$ cat config.mk
export PLATFORM = sky130hd
export DESIGN_NAME = print_sequencer
export DESIGN_NICKNAME = d
export VERILOG_FILES = /design/src/design/print_pkg.sv /design/src/design/print_sequencer.sv
export VERILOG_INCLUDE_DIRS = /design/src /design/src/design
export SDC_FILE = /design/constraint.sdc
export NUM_CORES = 2
export LEC_CHECK = 0
export BUFFER_PORTS_ARGS = -buffer_cell sky130_fd_sc_hd__buf_4
export CORE_MARGIN = 5
export CORE_UTILIZATION = 40
export DETAILED_ROUTE_END_ITERATION = 6
export PLACE_DENSITY = 0.57
export REMOVE_ABC_BUFFERS = 1
export SLEW_MARGIN = 20
export SYNTH_ARGS = -nofsm -noshare
export SYNTH_HDL_FRONTEND = slang
export SYNTH_SLANG_ARGS = --single-unit
export TNS_END_PERCENT = 1
$ cat constraint.sdc
create_clock -name clk -period 10.3 [get_ports clk]
set_input_delay 2.06 -clock clk [delete_from_list [all_inputs] [get_ports clk]]
set_output_delay 2.06 -clock clk [all_outputs]
set_load 0.005 [all_outputs]
$ cat src/design/print_defines.svh
// Timing, geometry and motor constants for the thermal line print sequencer.
// Assumes a 200 MHz system clock; included by bare name.
`ifndef PRINT_DEFINES_SVH
`define PRINT_DEFINES_SVH

// ----------------------------------------------------------------------
// Head geometry
// ----------------------------------------------------------------------
`define LINE_DOTS 432
`define GROUPS 3
`define GROUP_DOTS 144
`define LIMIT_LOW 10'h090
`define LIMIT_HIGH 10'h120
`define FIX_LOW_PASSES 2'h3
`define FIX_HIGH_PASSES 2'h2

// ----------------------------------------------------------------------
// Timing (ns figures and derived cycle counts)
// ----------------------------------------------------------------------
`define CLK_PERIOD_NS 5
`define XFER_HALF_NS 20
`define XFER_HALF_CYC ((`XFER_HALF_NS + `CLK_PERIOD_NS - 1) / `CLK_PERIOD_NS)
`define LATCH_NS 100
`define LATCH_CYC ((`LATCH_NS + `CLK_PERIOD_NS - 1) / `CLK_PERIOD_NS)

// ----------------------------------------------------------------------
// Motor excitation, order {B_n, A_n, B, A}
// ----------------------------------------------------------------------
`define PHASE_INIT 4'h9
`define MOTOR_OFF 4'h0

`endif

$ cat src/design/print_pkg.sv
// Types shared by the thermal line print sequencer.
// Assumes print_defines.svh is compiled alongside.
package print_pkg;

   typedef enum logic [2:0] {
      S_IDLE,
      S_WAKE,
      S_LATCH,
      S_HEAT,
      S_HOLD
   } seq_state_t;

   // Pass count and the strobe groups fired in each pass
   typedef struct packed {
      logic [1:0] npass;
      logic [2:0][2:0] mask;
   } pass_plan_t;

endpackage

$ cat src/design/print_sequencer.sv
// Host-side controller for a line thermal print head and its feed stepper.
// Assumes configuration inputs come from logic on clk and stay stable
// while busy; line data is offered with a valid/ready handshake.
//
// Functional notes
// [RL1] Maximum simultaneously heated dots is configured as 144 or 288.
// [RL2] Variable mode splits each line so no pass exceeds the dot limit.
// [RL3] Idle: motor windings unexcited, no strobes asserted.
// [RL4] Job start re-applies the last motor phase and shifts the first line.
// [RL5] Each line: advance motor one step, then latch the shifted line.
// [RL6] Head moves its shift path into the output register on latch.
// [RL7] Head heats latched dots only while their strobe group is asserted.
// [RL8] Next line is shifted in while the current line heats.
// [RL9] Limit 144, up to 144 dots: one pass, all groups together.
// [RL10] Limit 144, 145 to 288 dots: two passes (whole groups are packed, so a spread such as 100/100/80 takes three).
// [RL11] Limit 144, 289 to 432 dots: three passes.
// [RL12] Next motor step waits until all passes of the line finish.
// [RL13] Pass length comes from the temperature corrected pulse width.
// [RL14] Limit 288 in variable mode: one or two passes by dot count.
// [RL15] Fixed mode: same pass count for every line, three groups.
// [RL16] Fixed mode with limit 288: two passes per line.
// [RL17] Head link: serial data, transfer clock, latch, three strobes.
// [RL18] Single energy after an unprinted line, continuous after a printed one.
// [RL19] Motor steps through a fixed four phase cycle, one step per line.
`timescale 1ns/1ps
`default_nettype none
`include "print_defines.svh"

module print_sequencer (
   // Clock and reset
   input wire logic clk,
   input wire logic rst,
   // Configuration
   input wire logic limit_high,
   input wire logic fixed_division,
   input wire logic [19:0] pulse_single,
   input wire logic [19:0] pulse_cont,
   input wire logic [23:0] step_cycles,
   // Dot line stream
   input wire logic line_valid,
   output logic line_ready,
   input wire logic [`LINE_DOTS-1:0] line_data,
   output logic busy,
   // Head pins
   output logic serial_print_bit,
   output logic xfer_clk,
   output logic row_capture,
   output logic [2:0] heat_pulse_group,
   // Motor pins
   output logic [3:0] motor_phase
);

   // ----------------------------------------------------------------------
   // Helpers
   // ----------------------------------------------------------------------
   function automatic logic [7:0] count_dots(input logic [`GROUP_DOTS-1:0] v);
      logic [7:0] n;
      n = 8'h00;
      for (int i = 0; i < `GROUP_DOTS; i++) begin
         n = n + {7'h00, v[i]};
      end
      return n;
   endfunction

   // Groups are packed in order; a pass is closed once the next group would
   // overflow the limit. Whole groups are the unit, so an awkward spread of
   // dots can cost one extra pass; the limit is never exceeded.
   function automatic print_pkg::pass_plan_t plan_passes(
      input logic [2:0][7:0] cnt,
      input logic high,
      input logic fixed
   );
      print_pkg::pass_plan_t p;
      logic [9:0] acc;
      logic [9:0] lim;
      logic [1:0] k;
      p = '0;
      acc = 10'h000;
      k = 2'h0;
      lim = high ? `LIMIT_HIGH : `LIMIT_LOW; // RL1
      if (fixed) begin
         for (int g = 0; g < `GROUPS; g++) begin
            if (high) begin
               p.mask[g >> 1][g] = 1'b1; // RL16
            end else begin
               p.mask[g][g] = 1'b1; // RL15
            end
         end
         p.npass = high ? `FIX_HIGH_PASSES : `FIX_LOW_PASSES;
      end else begin
         for (int g = 0; g < `GROUPS; g++) begin
            if (p.mask[k] != 3'h0 && acc + {2'b00, cnt[g]} > lim) begin
               k = k + 2'h1; // RL2 RL10 RL11 RL14
               acc = 10'h000;
            end
            p.mask[k][g] = 1'b1; // RL9
            acc = acc + {2'b00, cnt[g]};
         end
         p.npass = k + 2'h1;
      end
      return p;
   endfunction

   // ----------------------------------------------------------------------
   // Declarations
   // ----------------------------------------------------------------------
   print_pkg::seq_state_t state_reg;
   print_pkg::pass_plan_t plan_reg;
   logic [`LINE_DOTS-1:0] sreg_reg;
   logic [8:0] bits_left_reg;
   logic [3:0] div_reg;
   logic shift_busy_reg;
   logic line_held_reg;
   logic xfer_clk_reg;
   logic data_bit_reg;
   logic [7:0] grp_cnt_reg [`GROUPS];
   logic [9:0] total_dots;
   logic take;
   logic step_go;
   logic capture_go;
   logic [4:0] lat_cnt_reg;
   logic [19:0] heat_cnt_reg;
   logic [19:0] heat_width_reg;
   logic [1:0] pass_reg;
   logic [23:0] step_cnt_reg;
   logic printed_reg;
   logic motor_on_reg;
   logic [3:0] held_phase_reg;
   logic row_capture_reg;
   logic [2:0] strobe_reg;

   // ----------------------------------------------------------------------
   // Handshake and shared strobes
   // ----------------------------------------------------------------------
   // A line is only taken after the previous one has left the shift path,
   // so the latch never sees a half shifted row.
   assign line_ready = !rst && !shift_busy_reg && !line_held_reg;
   assign take = line_valid && line_ready;
   assign busy = state_reg != print_pkg::S_IDLE;
   assign step_go = (state_reg == print_pkg::S_WAKE || state_reg == print_pkg::S_HOLD)
                    && line_held_reg && step_cnt_reg == 24'h00_0000;
   assign capture_go = state_reg == print_pkg::S_LATCH
                       && lat_cnt_reg == 5'(`LATCH_CYC - 1);
   assign total_dots = {2'b00, grp_cnt_reg[0]} + {2'b00, grp_cnt_reg[1]}
                       + {2'b00, grp_cnt_reg[2]};

   // ----------------------------------------------------------------------
   // Serial transfer to the head
   // ----------------------------------------------------------------------
   // Data changes on the falling transfer edge, the head samples on rising.
   always_ff @(posedge clk) begin
      if (rst) begin
         sreg_reg <= '0;
         bits_left_reg <= 9'h000;
         div_reg <= 4'h0;
         shift_busy_reg <= 1'b0;
         line_held_reg <= 1'b0;
         xfer_clk_reg <= 1'b0;
         data_bit_reg <= 1'b0;
      end else if (take) begin
         sreg_reg <= line_data; // RL4 RL8
         bits_left_reg <= 9'(`LINE_DOTS);
         div_reg <= 4'h0;
         shift_busy_reg <= 1'b1;
         xfer_clk_reg <= 1'b0;
         data_bit_reg <= line_data[`LINE_DOTS-1];
      end else if (shift_busy_reg) begin
         if (div_reg == 4'(`XFER_HALF_CYC - 1)) begin
            div_reg <= 4'h0;
            if (!xfer_clk_reg) begin
               xfer_clk_reg <= 1'b1; // RL17
            end else begin
               xfer_clk_reg <= 1'b0;
               sreg_reg <= {sreg_reg[`LINE_DOTS-2:0], 1'b0};
               data_bit_reg <= sreg_reg[`LINE_DOTS-2];
               bits_left_reg <= bits_left_reg - 9'h001;
               if (bits_left_reg == 9'h001) begin
                  shift_busy_reg <= 1'b0;
                  line_held_reg <= 1'b1;
                  data_bit_reg <= 1'b0;
               end
            end
         end else begin
            div_reg <= div_reg + 4'h1;
         end
      end else if (capture_go) begin
         line_held_reg <= 1'b0;
      end
   end

   genvar g;
   generate
      for (g = 0; g < `GROUPS; g++) begin : grp_count
         always_ff @(posedge clk) begin
            if (rst) begin
               grp_cnt_reg[g] <= 8'h00;
            end else if (take) begin
               grp_cnt_reg[g] <= count_dots(line_data[g*`GROUP_DOTS +: `GROUP_DOTS]);
            end
         end
      end
   endgenerate

   // ----------------------------------------------------------------------
   // Sequencer
   // ----------------------------------------------------------------------
   always_ff @(posedge clk) begin
      if (rst) begin
         state_reg <= print_pkg::S_IDLE;
      end else begin
         unique case (state_reg)
            print_pkg::S_IDLE: begin
               if (shift_busy_reg || line_held_reg) begin
                  state_reg <= print_pkg::S_WAKE; // RL4
               end
            end
            print_pkg::S_WAKE: begin
               if (step_go) begin
                  state_reg <= print_pkg::S_LATCH;
               end
            end
            print_pkg::S_LATCH: begin
               if (capture_go) begin
                  state_reg <= print_pkg::S_HEAT;
               end
            end
            print_pkg::S_HEAT: begin
               if (heat_cnt_reg <= 20'h0_0001 && pass_reg + 2'h1 >= plan_reg.npass) begin
                  state_reg <= print_pkg::S_HOLD;
               end
            end
            print_pkg::S_HOLD: begin
               if (step_go) begin
                  state_reg <= print_pkg::S_LATCH; // RL12
               end else if (step_cnt_reg == 24'h00_0000 && !shift_busy_reg
                            && !line_held_reg) begin
                  state_reg <= print_pkg::S_IDLE;
               end
            end
         endcase
      end
   end

   // ----------------------------------------------------------------------
   // Line latch
   // ----------------------------------------------------------------------
   always_ff @(posedge clk) begin
      if (rst) begin
         lat_cnt_reg <= 5'h00;
         row_capture_reg <= 1'b0;
      end else if (step_go) begin
         lat_cnt_reg <= 5'h00;
         row_capture_reg <= 1'b1; // RL5 RL6
      end else if (capture_go) begin
         row_capture_reg <= 1'b0;
      end else if (state_reg == print_pkg::S_LATCH) begin
         lat_cnt_reg <= lat_cnt_reg + 5'h01;
      end
   end

   // ----------------------------------------------------------------------
   // Heating passes
   // ----------------------------------------------------------------------
   always_ff @(posedge clk) begin
      if (rst) begin
         plan_reg <= '0;
         heat_width_reg <= 20'h0_0000;
         printed_reg <= 1'b0;
      end else if (step_go) begin
         plan_reg <= plan_passes({grp_cnt_reg[2], grp_cnt_reg[1], grp_cnt_reg[0]},
                                 limit_high, fixed_division);
         heat_width_reg <= printed_reg ? pulse_cont : pulse_single; // RL18 RL13
         printed_reg <= total_dots != 10'h000;
      end else if (state_reg == print_pkg::S_IDLE) begin
         printed_reg <= 1'b0; // RL18
      end
   end

   always_ff @(posedge clk) begin
      if (rst) begin
         strobe_reg <= 3'h0;
         heat_cnt_reg <= 20'h0_0000;
         pass_reg <= 2'h0;
      end else if (capture_go) begin
         strobe_reg <= plan_reg.mask[0]; // RL7
         heat_cnt_reg <= heat_width_reg; // RL13
         pass_reg <= 2'h0;
      end else if (state_reg == print_pkg::S_HEAT) begin
         if (heat_cnt_reg > 20'h0_0001) begin
            heat_cnt_reg <= heat_cnt_reg - 20'h0_0001;
         end else if (pass_reg + 2'h1 < plan_reg.npass) begin
            pass_reg <= pass_reg + 2'h1;
            strobe_reg <= plan_reg.mask[pass_reg + 2'h1]; // RL10 RL11
            heat_cnt_reg <= heat_width_reg;
         end else begin
            strobe_reg <= 3'h0;
         end
      end else begin
         strobe_reg <= 3'h0; // RL3
      end
   end

   // ----------------------------------------------------------------------
   // Feed motor
   // ----------------------------------------------------------------------
   // The step timer keeps the motor at its rate even when heating is short;
   // a long heat simply leaves it expired, so the step waits for heat.
   always_ff @(posedge clk) begin
      if (rst) begin
         step_cnt_reg <= 24'h00_0000;
      end else if (step_go || (state_reg == print_pkg::S_IDLE
                               && (shift_busy_reg || line_held_reg))) begin
         step_cnt_reg <= step_cycles;
      end else if (step_cnt_reg != 24'h00_0000) begin
         step_cnt_reg <= step_cnt_reg - 24'h00_0001;
      end
   end

   // Phase is kept across standstill so restart resumes the same position.
   always_ff @(posedge clk) begin
      if (rst) begin
         motor_on_reg <= 1'b0;
         held_phase_reg <= `PHASE_INIT;
      end else begin
         if (step_go) begin
            held_phase_reg <= {held_phase_reg[2:0], held_phase_reg[3]}; // RL19 RL5
         end
         if (state_reg == print_pkg::S_IDLE) begin
            motor_on_reg <= shift_busy_reg || line_held_reg; // RL4
         end else if (state_reg == print_pkg::S_HOLD && step_cnt_reg == 24'h00_0000
                      && !step_go && !shift_busy_reg && !line_held_reg) begin
            motor_on_reg <= 1'b0; // RL3
         end
      end
   end

   // ----------------------------------------------------------------------
   // Pin outputs
   // ----------------------------------------------------------------------
   assign serial_print_bit = data_bit_reg;
   assign xfer_clk = xfer_clk_reg;
   assign row_capture = row_capture_reg;
   assign heat_pulse_group = strobe_reg;
   assign motor_phase = motor_on_reg ? held_phase_reg : `MOTOR_OFF; // RL3

endmodule // print_sequencer

`default_nettype wire

==> impl_results.html <==
<table>
<tr><th>Metric</th><th>Value</th></tr>
<tr><th colspan="2">Clock tree</th></tr>
<tr><td>Clock buffers created by TritonCTS</td><td>71</td></tr>
<tr><td>Post-CTS Repair Setup Buffers</td><td>0</td></tr>
<tr><td>Hold_buf cts</td><td>0</td></tr>
<tr><td>Root Buffer Master</td><td>clkbuf_16</td></tr>
<tr><td>Num Clock Sinks</td><td>564</td></tr>
<tr><td>Worst-skew pair later-pin latency</td><td>0.62 ns</td></tr>
<tr><td>H-Tree Level Count</td><td>3</td></tr>
<tr><td>Maximum count of clock buffers along a single path</td><td>3</td></tr>
<tr><td>CTS tree</td><td>built</td></tr>
<tr><td>Number of gates resized after cts</td><td>0</td></tr>
<tr><td>Clock-pin slew on the worst setup and hold paths</td><td>0.06 ns</td></tr>
<tr><th colspan="2">Floorplanning</th></tr>
<tr><td>Initial cell density of the core</td><td>40.5%</td></tr>
<tr><td>Number of core rows</td><td>111</td></tr>
<tr><td>Height of the die</td><td>315 um</td></tr>
<tr><td>Core Region</td><td>91900 um^2</td></tr>
<tr><td>Die Outline Area</td><td>99200 um^2</td></tr>
<tr><td>Die X-Extent</td><td>315 um</td></tr>
<tr><td>Boundary Pins</td><td>513</td></tr>
<tr><th colspan="2">Logic synthesis</th></tr>
<tr><td>Synth Cell Area</td><td>37200 um^2</td></tr>
<tr><td>Dominant register cell in the synthesized netlist</td><td>dfxtp_1</td></tr>
<tr><td>Fraction of synthesis flops using an asynchronous set or reset pin</td><td>0%</td></tr>
<tr><td>Avg Inst Size Synth</td><td>8.53 um^2</td></tr>
<tr><td>Number of standard cells after synthesis</td><td>4360</td></tr>
<tr><td>Post-synth EDFFs</td><td>24</td></tr>
<tr><td>Flip-flop and latch count after synthesis</td><td>564</td></tr>
<tr><td>Main area contributors after synthesis</td><td>dfxtp_1 29%, fa_1 22%, a311oi_1 10%, nand2_1 9.4%, inv_1 5.9%</td></tr>
<tr><td>Post-synth top area share</td><td>29.1%</td></tr>
<tr><td>Count of unique library cells instantiated by Yosys</td><td>79</td></tr>
<tr><td>Sequential-to-total area share from yosys stat</td><td>31.0%</td></tr>
<tr><td>Yosys warning count</td><td>0</td></tr>
<tr><td>Post-synthesis cell type with the largest combined area</td><td>dfxtp_1</td></tr>
<tr><th colspan="2">Global route</th></tr>
<tr><td>Remaining global-route overflow</td><td>0</td></tr>
<tr><td>Initial antenna violation count</td><td>20</td></tr>
<tr><td>Largest net degree at the start of global routing</td><td>220</td></tr>
<tr><td>Number of global-route vias before repair</td><td>31100</td></tr>
<tr><td>First-pass GRT wire length</td><td>177 mm</td></tr>
<tr><td>GRT Overall Usage</td><td>22.4%</td></tr>
<tr><th colspan="2">Detailed routing</th></tr>
<tr><td>Total Routed Length</td><td>113 mm</td></tr>
<tr><td>Detail Route met3 WL</td><td>6.63 mm</td></tr>
<tr><td>Highest metal layer with signal wires</td><td>met5</td></tr>
<tr><td>M1 wire length</td><td>49.7 mm</td></tr>
<tr><td>Residual antenna-violating net count after detailed routing</td><td>0</td></tr>
<tr><td>Violation count after the first detailed-route iteration</td><td>2300</td></tr>
<tr><td>Via density per instance</td><td>5.17</td></tr>
<tr><td>Number of vias after detailed routing</td><td>31000</td></tr>
<tr><td>Detailed-router iteration count before antenna repair</td><td>6</td></tr>
<tr><td>Met2 layer wire length in the routed design</td><td>52.8 mm</td></tr>
<tr><td>DRC errors left</td><td>0</td></tr>
<tr><td>Wire per inst</td><td>18.8 um</td></tr>
<tr><th colspan="2">Layout</th></tr>
<tr><td>Multi-input combinational cell area</td><td>22400 um^2</td></tr>
<tr><td>Flip-flop count of the largest register after layout</td><td>431</td></tr>
<tr><td>Util after Layout</td><td>48.0%</td></tr>
<tr><td>Layout cell share with drive strength beyond 1</td><td>14.5%</td></tr>
<tr><td>Sequential cell area</td><td>11500 um^2</td></tr>
<tr><td>Number of non-filler instances in the completed layout</td><td>5991</td></tr>
<tr><td>Fin nets</td><td>5702</td></tr>
<tr><td>Area added between synthesis and finish</td><td>18.6%</td></tr>
<tr><td>Number of fill cells</td><td>9123</td></tr>
<tr><th colspan="2">STA</th></tr>
<tr><td>Highest achievable clock rate</td><td>116 MHz</td></tr>
<tr><td>Relative slew slack</td><td>20.9%</td></tr>
<tr><td>Final clock period utilization by the worst path</td><td>83.6%</td></tr>
<tr><td>Actual transition at the worst max-transition pin</td><td>1.19 ns</td></tr>
<tr><td>Hold Violations, Final</td><td>0</td></tr>
<tr><td>Final Critical Period</td><td>8.61 ns</td></tr>
<tr><td>Number of endpoints failing setup at the final stage</td><td>0</td></tr>
<tr><td>Max-slew violation count</td><td>0</td></tr>
<tr><td>Unrepaired setup endpoints after global routing</td><td>false</td></tr>
<tr><td>Final worst clock skew</td><td>0.0242 ns</td></tr>
<tr><th colspan="2">Place</th></tr>
<tr><td>Half-perimeter wire length after detailed placement</td><td>83.2 mm</td></tr>
<tr><td>Final estimated routing congestion in global placement</td><td>0.850</td></tr>
<tr><td>I/O Buffers</td><td>512</td></tr>
<tr><td>Number of placed instances, taps included</td><td>5852</td></tr>
<tr><th colspan="2">Critical path</th></tr>
<tr><td>Endpoint of the worst-slack reg-to-reg timing path</td><td>plan_reg[5]$_SDFFE_PP0P_</td></tr>
<tr><td>Worst flop-to-flop path startpoint</td><td>grp_cnt_reg[0][0]$_SDFFCE_PN0P_</td></tr>
<tr><td>Slack of the worst reg-to-reg path</td><td>2.77 ns</td></tr>
<tr><td>Worst-path maximum fanout</td><td>2</td></tr>
<tr><td>Type of element capturing the critical path</td><td>flip-flop</td></tr>
<tr><td>Required time of the worst setup path</td><td>10.74 ns</td></tr>
<tr><td>Startpoint Class</td><td>input port</td></tr>
<tr><td>R2R cell count</td><td>31</td></tr>
<tr><td>WP data arrival</td><td>9.05 ns</td></tr>
<tr><td>Setup Crit Path Kind</td><td>in -&gt; reg</td></tr>
<tr><th colspan="2">Hold path</th></tr>
<tr><td>Endpoint, Worst Hold</td><td>heat_pulse_group[0]$_SDFFE_PP0P_</td></tr>
<tr><td>Source of the worst hold timing path</td><td>heat_pulse_group[0]$_SDFFE_PP0P_</td></tr>
<tr><td>Hold depth</td><td>2</td></tr>
<tr><td>Worst hold-check path type</td><td>reg -&gt; reg</td></tr>
<tr><th colspan="2">Flow run</th></tr>
<tr><td>Count of max-cap constraint violations</td><td>0</td></tr>
<tr><th colspan="2">Outcome</th></tr>
<tr><td>Run status</td><td>finished clean</td></tr>
</table>
-- critical path: stages --
cell and delay, ns:
buf_4 0.09, inv_1 0.05, fa_1 0.65, fa_1 0.49, fa_1 0.54, inv_1 0.05, fa_1 0.55, fa_1 0.44
fa_1 0.52, fa_1 0.54, fa_1 0.56, inv_1 0.06, fa_1 0.50, fa_1 0.61, inv_1 0.06, ha_1 0.28
a21o_1 0.15, a21oi_1 0.22, nor2b_1 0.07, o21a_1 0.18, o21ai_0 0.18, nor3b_1 0.21
-- worst max-delay path by stage --
stage | startpoint | to | slack, ns | depth (start not counted)
after floorplan | line_valid | grp_cnt_reg[0][0]$_SDFFCE_PN0P_ | -12.01 | 2
after global placement | line_data[167] | grp_cnt_reg[1][5]$_SDFFCE_PN0P_ | 1.09 | 22
after detailed placement | line_data[167] | grp_cnt_reg[1][5]$_SDFFCE_PN0P_ | 1.03 | 22
after CTS | line_data[167] | grp_cnt_reg[1][5]$_SDFFCE_PN0P_ | 1.68 | 22
after global routing | line_data[167] | grp_cnt_reg[1][5]$_SDFFCE_PN0P_ | 1.30 | 24
final | line_data[167] | grp_cnt_reg[1][5]$_SDFFCE_PN0P_ | 1.69 | 22
-- metal layers --
| metal | global-route usage (%) | up-vias |
|---|---|---|
| li1 | - | 15000 |
| met5 | 0 | - |
| met1 | 30.6 | 15000 |
| met4 | 7.31 | 12 |
| met3 | 4.09 | 168 |
| met2 | 35.9 | 804 |
-- stage by stage --
step	setup slack, ns	instance area [um^2]	hold WS (ns)	setup TNS [ns]
after floorplan	-12.01	36100	0.430	-3338.46
after global placement	1.09	41700	0.446	0
after detailed placement	1.03	41700	0.449	0
after CTS	1.68	44100	0.457	0
after global routing	1.30	44100	0.472	0
final	1.69	44100	0.453	0
-- layout by cell type, fill, tap and decap left out, drive strengths merged, types with 41 or more instances in the layout --
| cell | instances |
|---|---|
| o21ai | 41 |
| nor2 | 545 |
| a311oi | 435 |
| fa | 404 |
| dfxtp | 540 |
| ha | 115 |
| inv | 593 |
| clkbuf | 106 |
| nand2 | 929 |
| a21oi | 78 |
| nor3 | 47 |
| buf | 534 |
-- cell type report --
cell class | count | area share [%]
inverter | 587 | 4.99
tap | 1243 | 3.52
sequential | 564 | 26.1
clock buffer | 106 | 4.76
clock inverter | 23 | 0.598
multi-input combinational | 2924 | 50.7
timing repair buffer | 534 | 9.24
antenna | 10 | 0.0567
-- cells by family (layout without fill, tap and decap cells) --
kind of cell	count (synthesis)	in the layout	share of synthesized area [%]
DFF	564	564	31.0
muxes	29	29	0.790
xor gates and xnor gates	51	51	1.20
AOI/OAI and AO/OA	653	653	14.0
adders and majority gates	519	519	25.6
other	0	10	0
buffers and inverters	872	1250	8.94
and+or+nand+nor	1672	1672	18.5
-- synth_stat cells (all sizes together), types with 4 or more instances --
cell type / n
a21oi: 78
nor4: 17
a31oi: 4
a311oi: 435
xnor2: 24
o21a: 5
dfxtp: 540
nor3: 47
o211ai: 7
o32ai: 6
edfxtp: 24
nand4: 10
nand3b: 8
a22oi: 8
a21o: 15
o21ai: 41
or3: 5
fa: 404
or4: 4
mux2i: 26
nand2b: 13
nor3b: 7
and3: 10
inv: 587
or2: 4
nand3: 31
a211oi: 33
nand2: 929
ha: 115
xor2: 27
buf: 32
nor2: 545
and2: 8
clkbuf: 253
nor2b: 19
Power is left out: the tool's default activity adds up to more than one toggle a clock period on the data nets, which glitch-free logic cannot reach.
